$ cat config.mk
export PLATFORM = sky130hd
export DESIGN_NAME = fgw_fault_status
export DESIGN_NICKNAME = d
export VERILOG_FILES = /design/src/design/fgw_pkg.sv /design/src/design/fgw_blink_if.sv /design/src/design/fgw_blink_gen.sv /design/src/design/fgw_fault_status.sv
export SDC_FILE = /design/constraint.sdc
export NUM_CORES = 1
export LEC_CHECK = 0
export BUFFER_PORTS_ARGS = -buffer_cell sky130_fd_sc_hd__buf_2
export CELL_PAD_IN_SITES_DETAIL_PLACEMENT = 1
export CELL_PAD_IN_SITES_GLOBAL_PLACEMENT = 2
export CORE_AREA = 5 5 166 168
export DETAILED_ROUTE_END_ITERATION = 10
export DIE_AREA = 0 0 171 173
export GPL_TIMING_DRIVEN = 1
export PLACE_DENSITY_LB_ADDON = 0.1
export SETUP_SLACK_MARGIN = 0.15
export SLEW_MARGIN = 20
export SYNTH_ARGS = -nofsm -noshare
export SYNTH_HDL_FRONTEND = slang
export SYNTH_SLANG_ARGS = --single-unit
$ cat constraint.sdc
create_clock -name ref_clk -period 9.1 [get_ports ref_clk]
set_input_delay 1.82 -clock ref_clk [delete_from_list [all_inputs] [get_ports ref_clk]]
set_output_delay 1.82 -clock ref_clk [all_outputs]
set_load 0.03 [all_outputs]
$ cat src/design/fgw_pkg.sv
package fgw_pkg;
  // Timing base
  localparam int CLK_PERIOD_NS = 10;
  localparam int MS_NS = 1000000;
  localparam int MS_CYCLES = MS_NS / CLK_PERIOD_NS;
  // Blink code timing in milliseconds
  localparam int BLINK_ON_MS = 250;
  localparam int BLINK_GAP_MS = 250;
  localparam int BLINK_PAUSE_MS = 1000;
  // Link-loss fault and substitute input words
  localparam logic [7:0] LINK_FAULT_CODE = 8'h5b;
  localparam int MALFUNC_POS = 5;
  localparam logic [15:0] WORD_ONE_LOST = 16'h5b20;
  localparam logic [15:0] WORD_TWO_LOST = 16'h0000;
  localparam logic [15:0] WORD_THREE_LOST = 16'h0020;
  // Expected packet rate attribute
  localparam logic [7:0] EPR_CLASS = 8'h05;
  localparam logic [7:0] EPR_ATTR = 8'h09;
  localparam int EPR_STEP_MS = 5;
  localparam int TIMEOUT_MULT = 4;
  localparam logic [15:0] EPR_RESET = 16'h0000;

  typedef enum logic [1:0] {
    CODE_OFF = 2'h0,
    CODE_ONE = 2'h1,
    CODE_TWO = 2'h2,
    CODE_STEADY = 2'h3
  } fgw_code_e;

  typedef enum logic [3:0] {
    ST_IDLE = 4'h1,
    ST_PULSE = 4'h2,
    ST_GAP = 4'h4,
    ST_PAUSE = 4'h8
  } fgw_blink_e;
endpackage : fgw_pkg

$ cat src/design/fgw_blink_if.sv
`timescale 1ns/1ps
`default_nettype none
interface fgw_blink_if;
  import fgw_pkg::*;
  fgw_code_e code;
  logic mute;
  logic msTick;
  logic led;
  modport ctrl (output code, output mute, output msTick, input led);
  modport gen (input code, input mute, input msTick, output led);
endinterface : fgw_blink_if
`default_nettype wire

$ cat src/design/fgw_blink_gen.sv
`timescale 1ns/1ps
`default_nettype none
module fgw_blink_gen
  import fgw_pkg::*;
(
  // Clock and control
  input wire logic ref_clk,
  input wire logic rst,
  input wire logic clkEn,
  // Code in, indicator out
  fgw_blink_if.gen blink
);
  fgw_blink_e state, next_state;
  logic [9:0] cnt, next_cnt;
  logic left, next_left;
  logic next_led;

  always_comb begin
    next_state = state;
    next_cnt = cnt;
    next_left = left;
    case (state)
      ST_IDLE: begin
        if (blink.code == CODE_ONE || blink.code == CODE_TWO) begin
          next_state = ST_PULSE;
          next_cnt = 10'h000;
          next_left = (blink.code == CODE_TWO);
        end
      end
      ST_PULSE: begin
        if (blink.msTick) begin
          if (cnt == 10'(BLINK_ON_MS - 1)) begin
            next_state = ST_GAP;
            next_cnt = 10'h000;
          end else begin
            next_cnt = cnt + 10'h001;
          end
        end
      end
      ST_GAP: begin
        if (blink.msTick) begin
          if (cnt == 10'(BLINK_GAP_MS - 1)) begin
            next_cnt = 10'h000;
            next_state = left ? ST_PULSE : ST_PAUSE;
            next_left = 1'b0;
          end else begin
            next_cnt = cnt + 10'h001;
          end
        end
      end
      ST_PAUSE: begin
        // Dark pause separates one code cycle from the next
        if (blink.msTick) begin // RL16
          if (cnt == 10'(BLINK_PAUSE_MS - 1)) begin
            next_state = ST_IDLE;
          end else begin
            next_cnt = cnt + 10'h001;
          end
        end
      end
      default: begin
        next_state = ST_IDLE;
      end
    endcase
    // Steady and muted cut any running code at once
    if (blink.mute || blink.code == CODE_STEADY) begin
      next_state = ST_IDLE;
      next_cnt = 10'h000;
      next_left = 1'b0;
    end
    next_led = !blink.mute
      && (blink.code == CODE_STEADY || next_state == ST_PULSE);
  end

  always_ff @(posedge ref_clk) begin
    if (rst) begin
      state <= ST_IDLE;
      cnt <= 10'h000;
      left <= 1'b0;
      blink.led <= 1'b0;
    end else if (clkEn) begin
      state <= next_state;
      cnt <= next_cnt;
      left <= next_left;
      blink.led <= next_led;
    end
  end
endmodule : fgw_blink_gen
`default_nettype wire

$ cat src/design/fgw_fault_status.sv
`timescale 1ns/1ps
`default_nettype none
// Notes on behaviour
// [RL1] Indicator dark while gateway and inverter run normally.
// [RL2] One blink per cycle on inverter fault; code readable in word one.
// [RL3] Two blinks per cycle when inverter ignores setpoints, outputs disabled.
// [RL4] Indicator steady while the serial inverter link is lost.
// [RL5] Indicator steady while the maintenance switch is off.
// [RL6] Link loss reports fault code 91 on diagnostics and status words.
// [RL7] Link-loss fault ignores control-word reset, clears when link returns.
// [RL8] Link loss returns fixed words 5B20, 0000, 0020.
// [RL9] Fault code in upper byte of word one, malfunction bit 5 set.
// [RL10] Digital input byte keeps updating during link loss.
// [RL11] Master sets the timeout interval after connection is established.
// [RL12] Fieldbus timeout fires after four times the expected packet rate.
// [RL13] Packet rate 5 to 65535 ms in 5 ms steps; zero disables.
// [RL14] Packet rate written through class 0x05, attribute 0x09.
// [RL15] Indicator has no function with zero process words configured.
// [RL16] Each blink code cycle ends with a dark pause.
module fgw_fault_status
  import fgw_pkg::*;
#(
  parameter int MS_TICKS = MS_CYCLES
) (
  // Clock and control
  input wire logic ref_clk,
  input wire logic rst,
  input wire logic clkEn,
  // Inverter serial link receiver
  input wire logic linkUp,
  input wire logic invFault,
  input wire logic invOutputsEnabled,
  input wire logic [15:0] invWordOne,
  input wire logic [15:0] invWordTwo,
  input wire logic [15:0] invWordThree,
  // Field pins
  input wire logic maintSwitchOff,
  input wire logic [7:0] digitalInputPins,
  input wire logic [3:0] processWords,
  // Fieldbus master side
  input wire logic ctrlResetReq,
  input wire logic packetRx,
  input wire logic eprWrite,
  input wire logic [7:0] eprClass,
  input wire logic [7:0] eprAttr,
  input wire logic [15:0] eprValue,
  // Indicator
  output logic sysFaultIndicator,
  // Process input data and diagnostics
  output logic [15:0] processInputWordOne,
  output logic [15:0] processInputWordTwo,
  output logic [15:0] processInputWordThree,
  output logic [7:0] digitalInputByte,
  output logic [7:0] diagFaultCode,
  output logic linkFault,
  output logic inverterResetReq,
  // Packet rate and timeout
  output logic eprAck,
  output logic eprReject,
  output logic [15:0] expectedPacketRate,
  output logic busTimeout
);
  localparam int PW = $clog2(MS_TICKS);

  // Pin synchronisers
  logic maintMeta, maintSync;
  logic [7:0] diMeta, diSync;
  logic [3:0] pwMeta, pwSync;

  always_ff @(posedge ref_clk) begin
    if (rst) begin
      maintMeta <= 1'b0;
      maintSync <= 1'b0;
      diMeta <= 8'h00;
      diSync <= 8'h00;
      pwMeta <= 4'h0;
      pwSync <= 4'h0;
    end else if (clkEn) begin
      maintMeta <= maintSwitchOff;
      maintSync <= maintMeta;
      diMeta <= digitalInputPins;
      diSync <= diMeta;
      pwMeta <= processWords;
      pwSync <= pwMeta;
    end
  end

  // Millisecond prescaler
  logic [PW-1:0] preCnt, next_preCnt;
  logic msTick;

  assign msTick = (preCnt == PW'(MS_TICKS - 1));

  always_comb begin
    next_preCnt = msTick ? '0 : preCnt + 1'b1;
  end

  always_ff @(posedge ref_clk) begin
    if (rst) begin
      preCnt <= '0;
    end else if (clkEn) begin
      preCnt <= next_preCnt;
    end
  end

  // Link-loss fault and process input data
  logic next_linkFault, next_inverterResetReq;
  logic [15:0] next_wordOne, next_wordTwo, next_wordThree;
  logic [7:0] next_diByte, next_diag;

  always_comb begin
    // Follows the link only; control-word reset has no say
    next_linkFault = !linkUp; // RL7
    // Reset reaches the inverter only while the link works
    next_inverterResetReq = ctrlResetReq && !linkFault; // RL7
    if (linkFault) begin
      next_wordOne = WORD_ONE_LOST; // RL8 RL9
      next_wordTwo = WORD_TWO_LOST; // RL8
      next_wordThree = WORD_THREE_LOST; // RL8 RL9
      next_diag = LINK_FAULT_CODE; // RL6
    end else begin
      next_wordOne = invWordOne; // RL2
      next_wordTwo = invWordTwo;
      next_wordThree = invWordThree;
      next_diag = invFault ? invWordOne[15:8] : 8'h00;
    end
    next_diByte = diSync; // RL10
  end

  always_ff @(posedge ref_clk) begin
    if (rst) begin
      linkFault <= 1'b0;
      inverterResetReq <= 1'b0;
      processInputWordOne <= 16'h0000;
      processInputWordTwo <= 16'h0000;
      processInputWordThree <= 16'h0000;
      diagFaultCode <= 8'h00;
      digitalInputByte <= 8'h00;
    end else if (clkEn) begin
      linkFault <= next_linkFault;
      inverterResetReq <= next_inverterResetReq;
      processInputWordOne <= next_wordOne;
      processInputWordTwo <= next_wordTwo;
      processInputWordThree <= next_wordThree;
      diagFaultCode <= next_diag;
      digitalInputByte <= next_diByte;
    end
  end

  // Indicator code selection
  fgw_blink_if blink ();
  fgw_code_e code;

  always_comb begin
    if (linkFault || maintSync) begin
      code = CODE_STEADY; // RL4 RL5
    end else if (!invOutputsEnabled) begin
      code = CODE_TWO; // RL3
    end else if (invFault) begin
      code = CODE_ONE; // RL2
    end else begin
      code = CODE_OFF; // RL1
    end
  end

  assign blink.code = code;
  assign blink.mute = (pwSync == 4'h0); // RL15
  assign blink.msTick = msTick;
  assign sysFaultIndicator = blink.led;

  fgw_blink_gen u_blink (
    .ref_clk(ref_clk),
    .rst(rst),
    .clkEn(clkEn),
    .blink(blink)
  );

  // Expected packet rate and fieldbus timeout
  logic [15:0] next_epr;
  logic next_eprAck, next_eprReject, next_busTimeout;
  // Wide enough for four times the largest rate
  logic [17:0] tmoCnt, next_tmoCnt, tmoLimit;
  logic eprHit;

  assign eprHit = (eprClass == EPR_CLASS) && (eprAttr == EPR_ATTR); // RL14
  assign tmoLimit = 18'(expectedPacketRate) * 18'(TIMEOUT_MULT); // RL12

  always_comb begin
    next_epr = expectedPacketRate;
    next_eprAck = 1'b0;
    next_eprReject = 1'b0;
    next_tmoCnt = tmoCnt;
    next_busTimeout = busTimeout;
    // Master writes this once the connection stands
    if (eprWrite) begin // RL11
      if (eprHit && eprValue % 16'(EPR_STEP_MS) == 16'h0000) begin // RL13
        next_epr = eprValue; // RL14
        next_eprAck = 1'b1;
      end else begin
        next_eprReject = 1'b1;
      end
    end
    if (packetRx || eprWrite) begin
      next_tmoCnt = 18'h00000;
      next_busTimeout = 1'b0;
    end else if (msTick && !busTimeout) begin
      next_tmoCnt = tmoCnt + 18'h00001;
    end
    // Expiry in the cycle of a packet still wins
    if (expectedPacketRate != 16'h0000 && !busTimeout
        && tmoCnt >= tmoLimit) begin
      next_busTimeout = 1'b1; // RL12 RL13
    end
  end

  always_ff @(posedge ref_clk) begin
    if (rst) begin
      expectedPacketRate <= EPR_RESET;
      eprAck <= 1'b0;
      eprReject <= 1'b0;
      tmoCnt <= 18'h00000;
      busTimeout <= 1'b0;
    end else if (clkEn) begin
      expectedPacketRate <= next_epr;
      eprAck <= next_eprAck;
      eprReject <= next_eprReject;
      tmoCnt <= next_tmoCnt;
      busTimeout <= next_busTimeout;
    end
  end
endmodule : fgw_fault_status
`default_nettype wire

==> run metrics, run 1 <==
Routed WL per cell=~18 microns; largest net degree at the start of global routing=68; CP Max Fanout=20; die height=173 microns; WP data arrival=7.45 ns; slowest stage delay, CP=roughly 0.67 ns; clock share of power=39.1%; max cap viols=0; top-count cell post-synth=nor2_1; starting density of the core=about 34%; H-tree levels=4; Final Max Slew Viols=0; sum of negative setup slack=0 ns; Final period util=78.1%; Pint=1240 uW; sequential fraction of design power=40.4%; fmax=about 140 MHz; P_sw=611 uW; Synth area leaders=dfxtp_1 36%, nor2_1 7.3%, mux2i_1 4.7%, a21oi_1 3.9%, ha_1 3.5%; hold path depth=2; DRT iter0 DRCs=451; layout cell share with drive strength beyond 1=between 20 and 25%; status=completed; Comb pwr share=20.5%; drt first pass iters=5; vias in the first global route=8,483; syn avg cell area=8.34 sq um; row count=59; GP Congestion=0.820; Yosys reg bits=~160; Cell Area, Synth=8890 sq um; Synth cell types=87; Final ANT Viol Nets=0; pwr dens=175 nW/um^2; Routed WL=28,100 microns; CTS root buf=clkbuf_16; initial antenna violation count=3; Yosys top cell area share=about 36%; clock skew=0.0232 ns; syn_nets=~1,200; CTS Buf Count=17; RSZ-0062 raised after global routing=false; worst min-delay path class=flip-flop to flip-flop; actual slew at the worst max-slew pin=0.808 ns; chip width=roughly 170 microns; # Post-CTS Setup Buffers=0; GRT Util Overall=between 10% and 20%; Final min period=7.11 ns; leak pwr=roughly 0.0043 uW; Crit-path slowest cell=o32a_1; Hold Vio Cnt, Final=0; post-synthesis sequential area ratio=a little over a third; Core ar.=25,800 sq um; crit path kind=input pin to flip-flop; Worst-Skew Late Latency=0.44 ns; r2r worst-path depth=11; EDFF count, synth=0; DP HPWL=20,300 microns; grt ovf=0; clk sink count=162; Crit path required time=9.44 ns; Mapped Cells=1,065; peak supply drop=0.111 mV; nature of the critical path startpoint=input pin; top cells by count, synth=172 x nor2_1, 162 x dfxtp_1, 69 x a21oi_1; share of synthesized flip-flops with an asynchronous set or reset=0%; Via density=5.43; Top Ports=188; clk buf depth=2; post-cts gate resize count=0; critical path endpoint category=flip-flop; fin util=41.0%; switch share=33.1%; dominant cell type by area after synthesis=dfxtp_1; Top FF cell, synth=dfxtp_1; hold_buf cts=0; count of nets after finishing=1,328; die outline area=29,600 sq um; Slew headroom=a little under half; vias=8,417; CTS tree=done; Setup Viol. Count Final=0; Layout area overhead=18.7%; global-route wire length before repair=45,700 microns; IO Port Bufs=187; Yosys Warn Count=0; DR DRC count=0; CTS clock-pin slew for the worst setup and hold paths=0.07 ns; Cell Chain, Critical Path=buf_2 -> or3b_1 -> nor2_2 -> a2111oi_1 -> a21oi_2 -> mux2i_1 -> or3_4 -> mux2_4 -> a32oi_1 -> nand2_1 -> a211oi_2 -> nand4_2 -> inv_2 -> ha_1 -> o21ai_1 -> a31oi_1 -> o32a_1 -> nand4_1 -> a21oi_1
[per-stage QoR]
stage          power, uW  instance area (sq um)  hold WS [ns]  instances  setup slack (ns)
6_report            1850                  10600         0.472       1550              1.99
5_1_grt             1930                  10600         0.492       1550              1.63
4_1_cts             1870                  10500         0.478       1549              2.11
3_5_place_dp        1140                   9950         0.462       1517              1.65
3_3_place_gp        1140                   9950         0.449       1517              1.80
2_1_floorplan       1050                   8890         0.460       1065              2.96
[critical path, delay by kind of cell]
kind                       cells  cell delay, ns
muxes                          2            0.86
adders and majority gates      1            0.20
and+or+nand+nor                6            1.72
buffers and inverters          2            0.35
AOI/OAI and AO/OA              8            2.48
[cells in the final DEF (no fill, tap or decap), types with 20 or more instances in the layout]
cell       n
a21oi_1   69
a22oi_1   40
buf_2    185
dfxtp_1  162
ha_1      25
inv_1     35
mux2i_1   42
nand2_1   48
nand3_1   27
nand4_1   39
nor2_1   171
nor3_1    21
o21ai_0   24
o31ai_1   20
xor2_1    25
[routing by layer]
metal  vias to the layer above  track usage (%)  wire, microns
met3                        19             4.86           1490
met5                         -                0             32
li1                       4143                -              -
met4                         4             3.47            228
met1                      4107             23.5          12500
met2                       144             31.8          13800
[power by group through the flow]
stage                     logic (uW)  clock network (uW)  registers, uW
after floorplan                  257                   0            791
after global placement           376                   0            762
after detailed placement         379                   0            762
after CTS                        380                 741            746
after global routing             413                 772            749
final                            379                 722            746
[final cells by class]
cell class,count,area (sq um)
multi-input combinational,791,5170
clock buffer,18,439
clock inverter,14,160
inverter,38,143
fill,3127,15200
timing repair buffer,191,971
tap,335,419
antenna,1,2.50
sequential,162,3240
[flip-flops by register name (all words and copies together), names as in the netlist, 4 cells and up]
signal and count:
diMeta 8, pwSync 4, pwMeta 4, processInputWordOne 16, diSync 8, processInputWordThree 16, diagFaultCode 8, expectedPacketRate 16
u_blink.state 4, digitalInputByte 8, processInputWordTwo 16, u_blink.cnt 10, tmoCnt 18, preCnt 17
[worst paths after layout]
path / start / to / slack (ns)
worst min-delay path: diagFaultCode[5]$_SDFFE_PP0P_ / diagFaultCode[5]$_SDFFE_PP0P_ / 0.47
worst max register to register: preCnt[11]$_SDFFE_PP0P_ / u_blink.cnt[8]$_SDFFE_PP0P_ / 5.32
worst max-delay path: eprValue[11] / expectedPacketRate[15]$_SDFFE_PP0P_ / 1.99
worst min register to register: diagFaultCode[5]$_SDFFE_PP0P_ / diagFaultCode[5]$_SDFFE_PP0P_ / 0.47
[cells by family (layout without fill, tap and decap cells)]
logic type / after synthesis / after routing / share of synthesized area (%)
AO/OA/AOI/OAI: 256 / 256 / 21.0
XOR/XNOR: 42 / 42 / 4.14
adder cells (fa/ha/maj): 25 / 25 / 3.52
buffers and inverters: 112 / 261 / 5.32
flip-flops: 162 / 162 / 36.5
multiplexers: 45 / 45 / 5.15
other: 0 / 1 / 0
AND/OR/NAND/NOR: 423 / 423 / 24.4
Note: power is estimated with default switching activity, not from simulation.
==> run 2: changes to the inputs <==
Settings changed: CORE_AREA 5 5 166 168 to 5 5 173 175, DIE_AREA 0 0 171 173 to 0 0 178 180.
Clock period 9.1 ns to 7.4 ns, I/O delays scaled along.
==> run metrics, run 2 (same netlist as run 1, synthesis figures left out) <==
GP Congestion=0.795 (-3.1%); Largest Register=tmoCnt; status=completed; Worst-Skew Late Latency=0.43 ns (about the same); CTS Buf Count=17 (unchanged); Routed WL per cell=17.8 microns (-1.7%); max cap viols=0 (unchanged); IO Port Bufs=187 (unchanged); DR DRC count=0 (unchanged); CTS root buf=clkbuf_16; starting density of the core=31.4% (-3.1 points); Crit path required time=7.69 ns (-1.75 ns); crit path kind=input pin to flip-flop; count of nets after finishing=1,331 (+0.23%); Layout area overhead=20.0%; largest net degree at the start of global routing=90 (+32%); reg2reg setup slack=3.73 ns (-1.59 ns); CTS clock-pin slew for the worst setup and hold paths=0.07 ns (about the same); peak supply drop=0.123 mV (+10%); Routed WL=28,500 microns (+1.7%); Core ar.=28,300 sq um (+9.9%); pwr dens=218 nW/um^2 (+24%); Slew headroom=36.3% (-9.3 points); CTS tree=done; Hold Vio Cnt, Final=0 (unchanged); DRT iter0 DRCs=343 (-24%); r2r worst-path depth=13 (+2); RSZ-0062 raised after global routing=false; layout cell share with drive strength beyond 1=21.8% (+0.19 points); Via density=5.23 (-3.7%); actual slew at the worst max-slew pin=0.956 ns (+0.148 ns); most frequent cells in the layout=185 x buf_2, 171 x nor2_1, 162 x dfxtp_1; chip width=178 microns (+4.1%); clock skew=0.0158 ns (-0.00744 ns); GRT Util Overall=17.4% (-1.1 points); clk sink count=162 (unchanged); Largest regs=tmoCnt x18, preCnt x17; Final period util=around 87%; vias=8,382 (-0.42%); Final min period=6.41 ns; worst min-delay path class=flip-flop to flip-flop; drt first pass iters=7 (+2); die height=180 microns (+4.0%); fmax=156 MHz; post-cts gate resize count=0 (unchanged); Top Ports=188 (unchanged); Largest register FFs=18 (unchanged); Final ANT Viol Nets=0 (unchanged); # Post-CTS Setup Buffers=0 (unchanged); nature of the critical path startpoint=input pin; vias in the first global route=8,627 (+1.7%); global-route wire length before repair=46,000 microns (+0.68%); hold_sp=diagFaultCode[6]$_SDFFE_PP0P_; Hold Path End=diagFaultCode[6]$_SDFFE_PP0P_; WP data arrival=6.70 ns (-0.75 ns); DP HPWL=21,100 microns (+4.0%); die outline area=32,000 sq um (+8.3%); fin cells=1,603 (+3.4%); clk buf depth=2 (unchanged); row count=62 (+5.1%); Final Max Slew Viols=0 (unchanged); CP Max Fanout=20 (unchanged); worst reg2reg path endpoint=u_blink.cnt[7]$_SDFFE_PP0P_; H-tree levels=4 (unchanged); leak pwr=0.00432 uW (+0.67%); worst reg2reg path startpoint=preCnt[7]$_SDFFE_PP0P_; Setup Viol. Count Final=0 (unchanged); sum of negative setup slack=0 ns (unchanged); Worst Setup SP=eprValue[11]; grt ovf=0 (unchanged); initial antenna violation count=4 (+1); critical path endpoint category=flip-flop; placed instance count=1,569 (+3.4%); commonest non-fill, non-tap cell in the layout=buf_2; hold_buf cts=0 (unchanged); hold path depth=2 (unchanged)
-- run 2: cell count changes in the layout (fill, tap and decap cells not counted), sizes merged --
cell | before | now
clkbuf | 18 | 17
inv | 43 | 45
diode | 1 | 2
clkinv | 9 | 7
buf | 191 | 194
bufinv | 0 | 1
-- run 2: report_power, final --
group	total, uW	internal, uW	switching [uW]
Clock	933	494	439
Sequential	917	900	17.2
Combinational	471	162	309
Total	2320	1560	765
-- run 2: worst max-delay path, cell delays in order --
cell and delay, ns:
buf_2 0.21, or3b_1 0.48, a32oi_1 0.32, or3_1 0.34, nand3_1 0.15, mux2i_1 0.43
or3_4 0.26, mux2_4 0.30, a32oi_1 0.26, nand2_1 0.30, a211oi_2 0.27, nand4_2 0.18
inv_2 0.14, ha_1 0.20, a2bb2oi_1 0.18, o311a_1 0.22, nand4_2 0.46, o31ai_1 0.43
a21oi_1 0.10
-- run 2: final cells by class --
cell class / count / area, sq um
repair buffers: 194 / 993
diodes: 2 / 5.00
inverters: 38 / 143
multi-input cells: 791 / 5170
flip-flops and latches: 162 / 3240
clock buffers: 17 / 425
fillers: 3422 / 17600
well taps: 384 / 480
clock inverters: 15 / 203
-- run 2: worst max path at each step --
stage                                          end  slack, ns  depth (start not counted)
3_5_place_dp    expectedPacketRate[2]$_SDFFE_PP0P_       0.60                         19
6_report       expectedPacketRate[11]$_SDFFE_PP0P_       0.99                         19
3_3_place_gp   expectedPacketRate[11]$_SDFFE_PP0P_       0.70                         19
4_1_cts        expectedPacketRate[15]$_SDFFE_PP0P_       1.06                         19
5_1_grt        expectedPacketRate[11]$_SDFFE_PP0P_       0.54                         19
2_1_floorplan  expectedPacketRate[12]$_SDFFE_PP0P_       1.60                         22
-- run 2: per-layer routing --
layer  GRT usage [%]  vias to the layer above  routed length (microns)
met4            4.52                        4                      349
met3            4.47                       26                     1490
met5               0                        -                       25
met1            21.9                     4047                    12900
met2            29.7                      144                    13800
li1                -                     4161                        -
-- run 2: through the flow --
step | util, % | setup slack (ns) | power, uW | hold WS (ns) | cell area (sq um)
floorplan | - | 1.60 | 1290 | 0.460 | 8890
detailed placement | 35.4 | 0.596 | 1410 | 0.467 | 10000
CTS | 37.7 | 1.06 | 2360 | 0.479 | 10700
global route | 37.7 | 0.542 | 2440 | 0.496 | 10700
global placement | 35.4 | 0.695 | 1410 | 0.462 | 10000
finish | 37.7 | 0.991 | 2320 | 0.477 | 10700
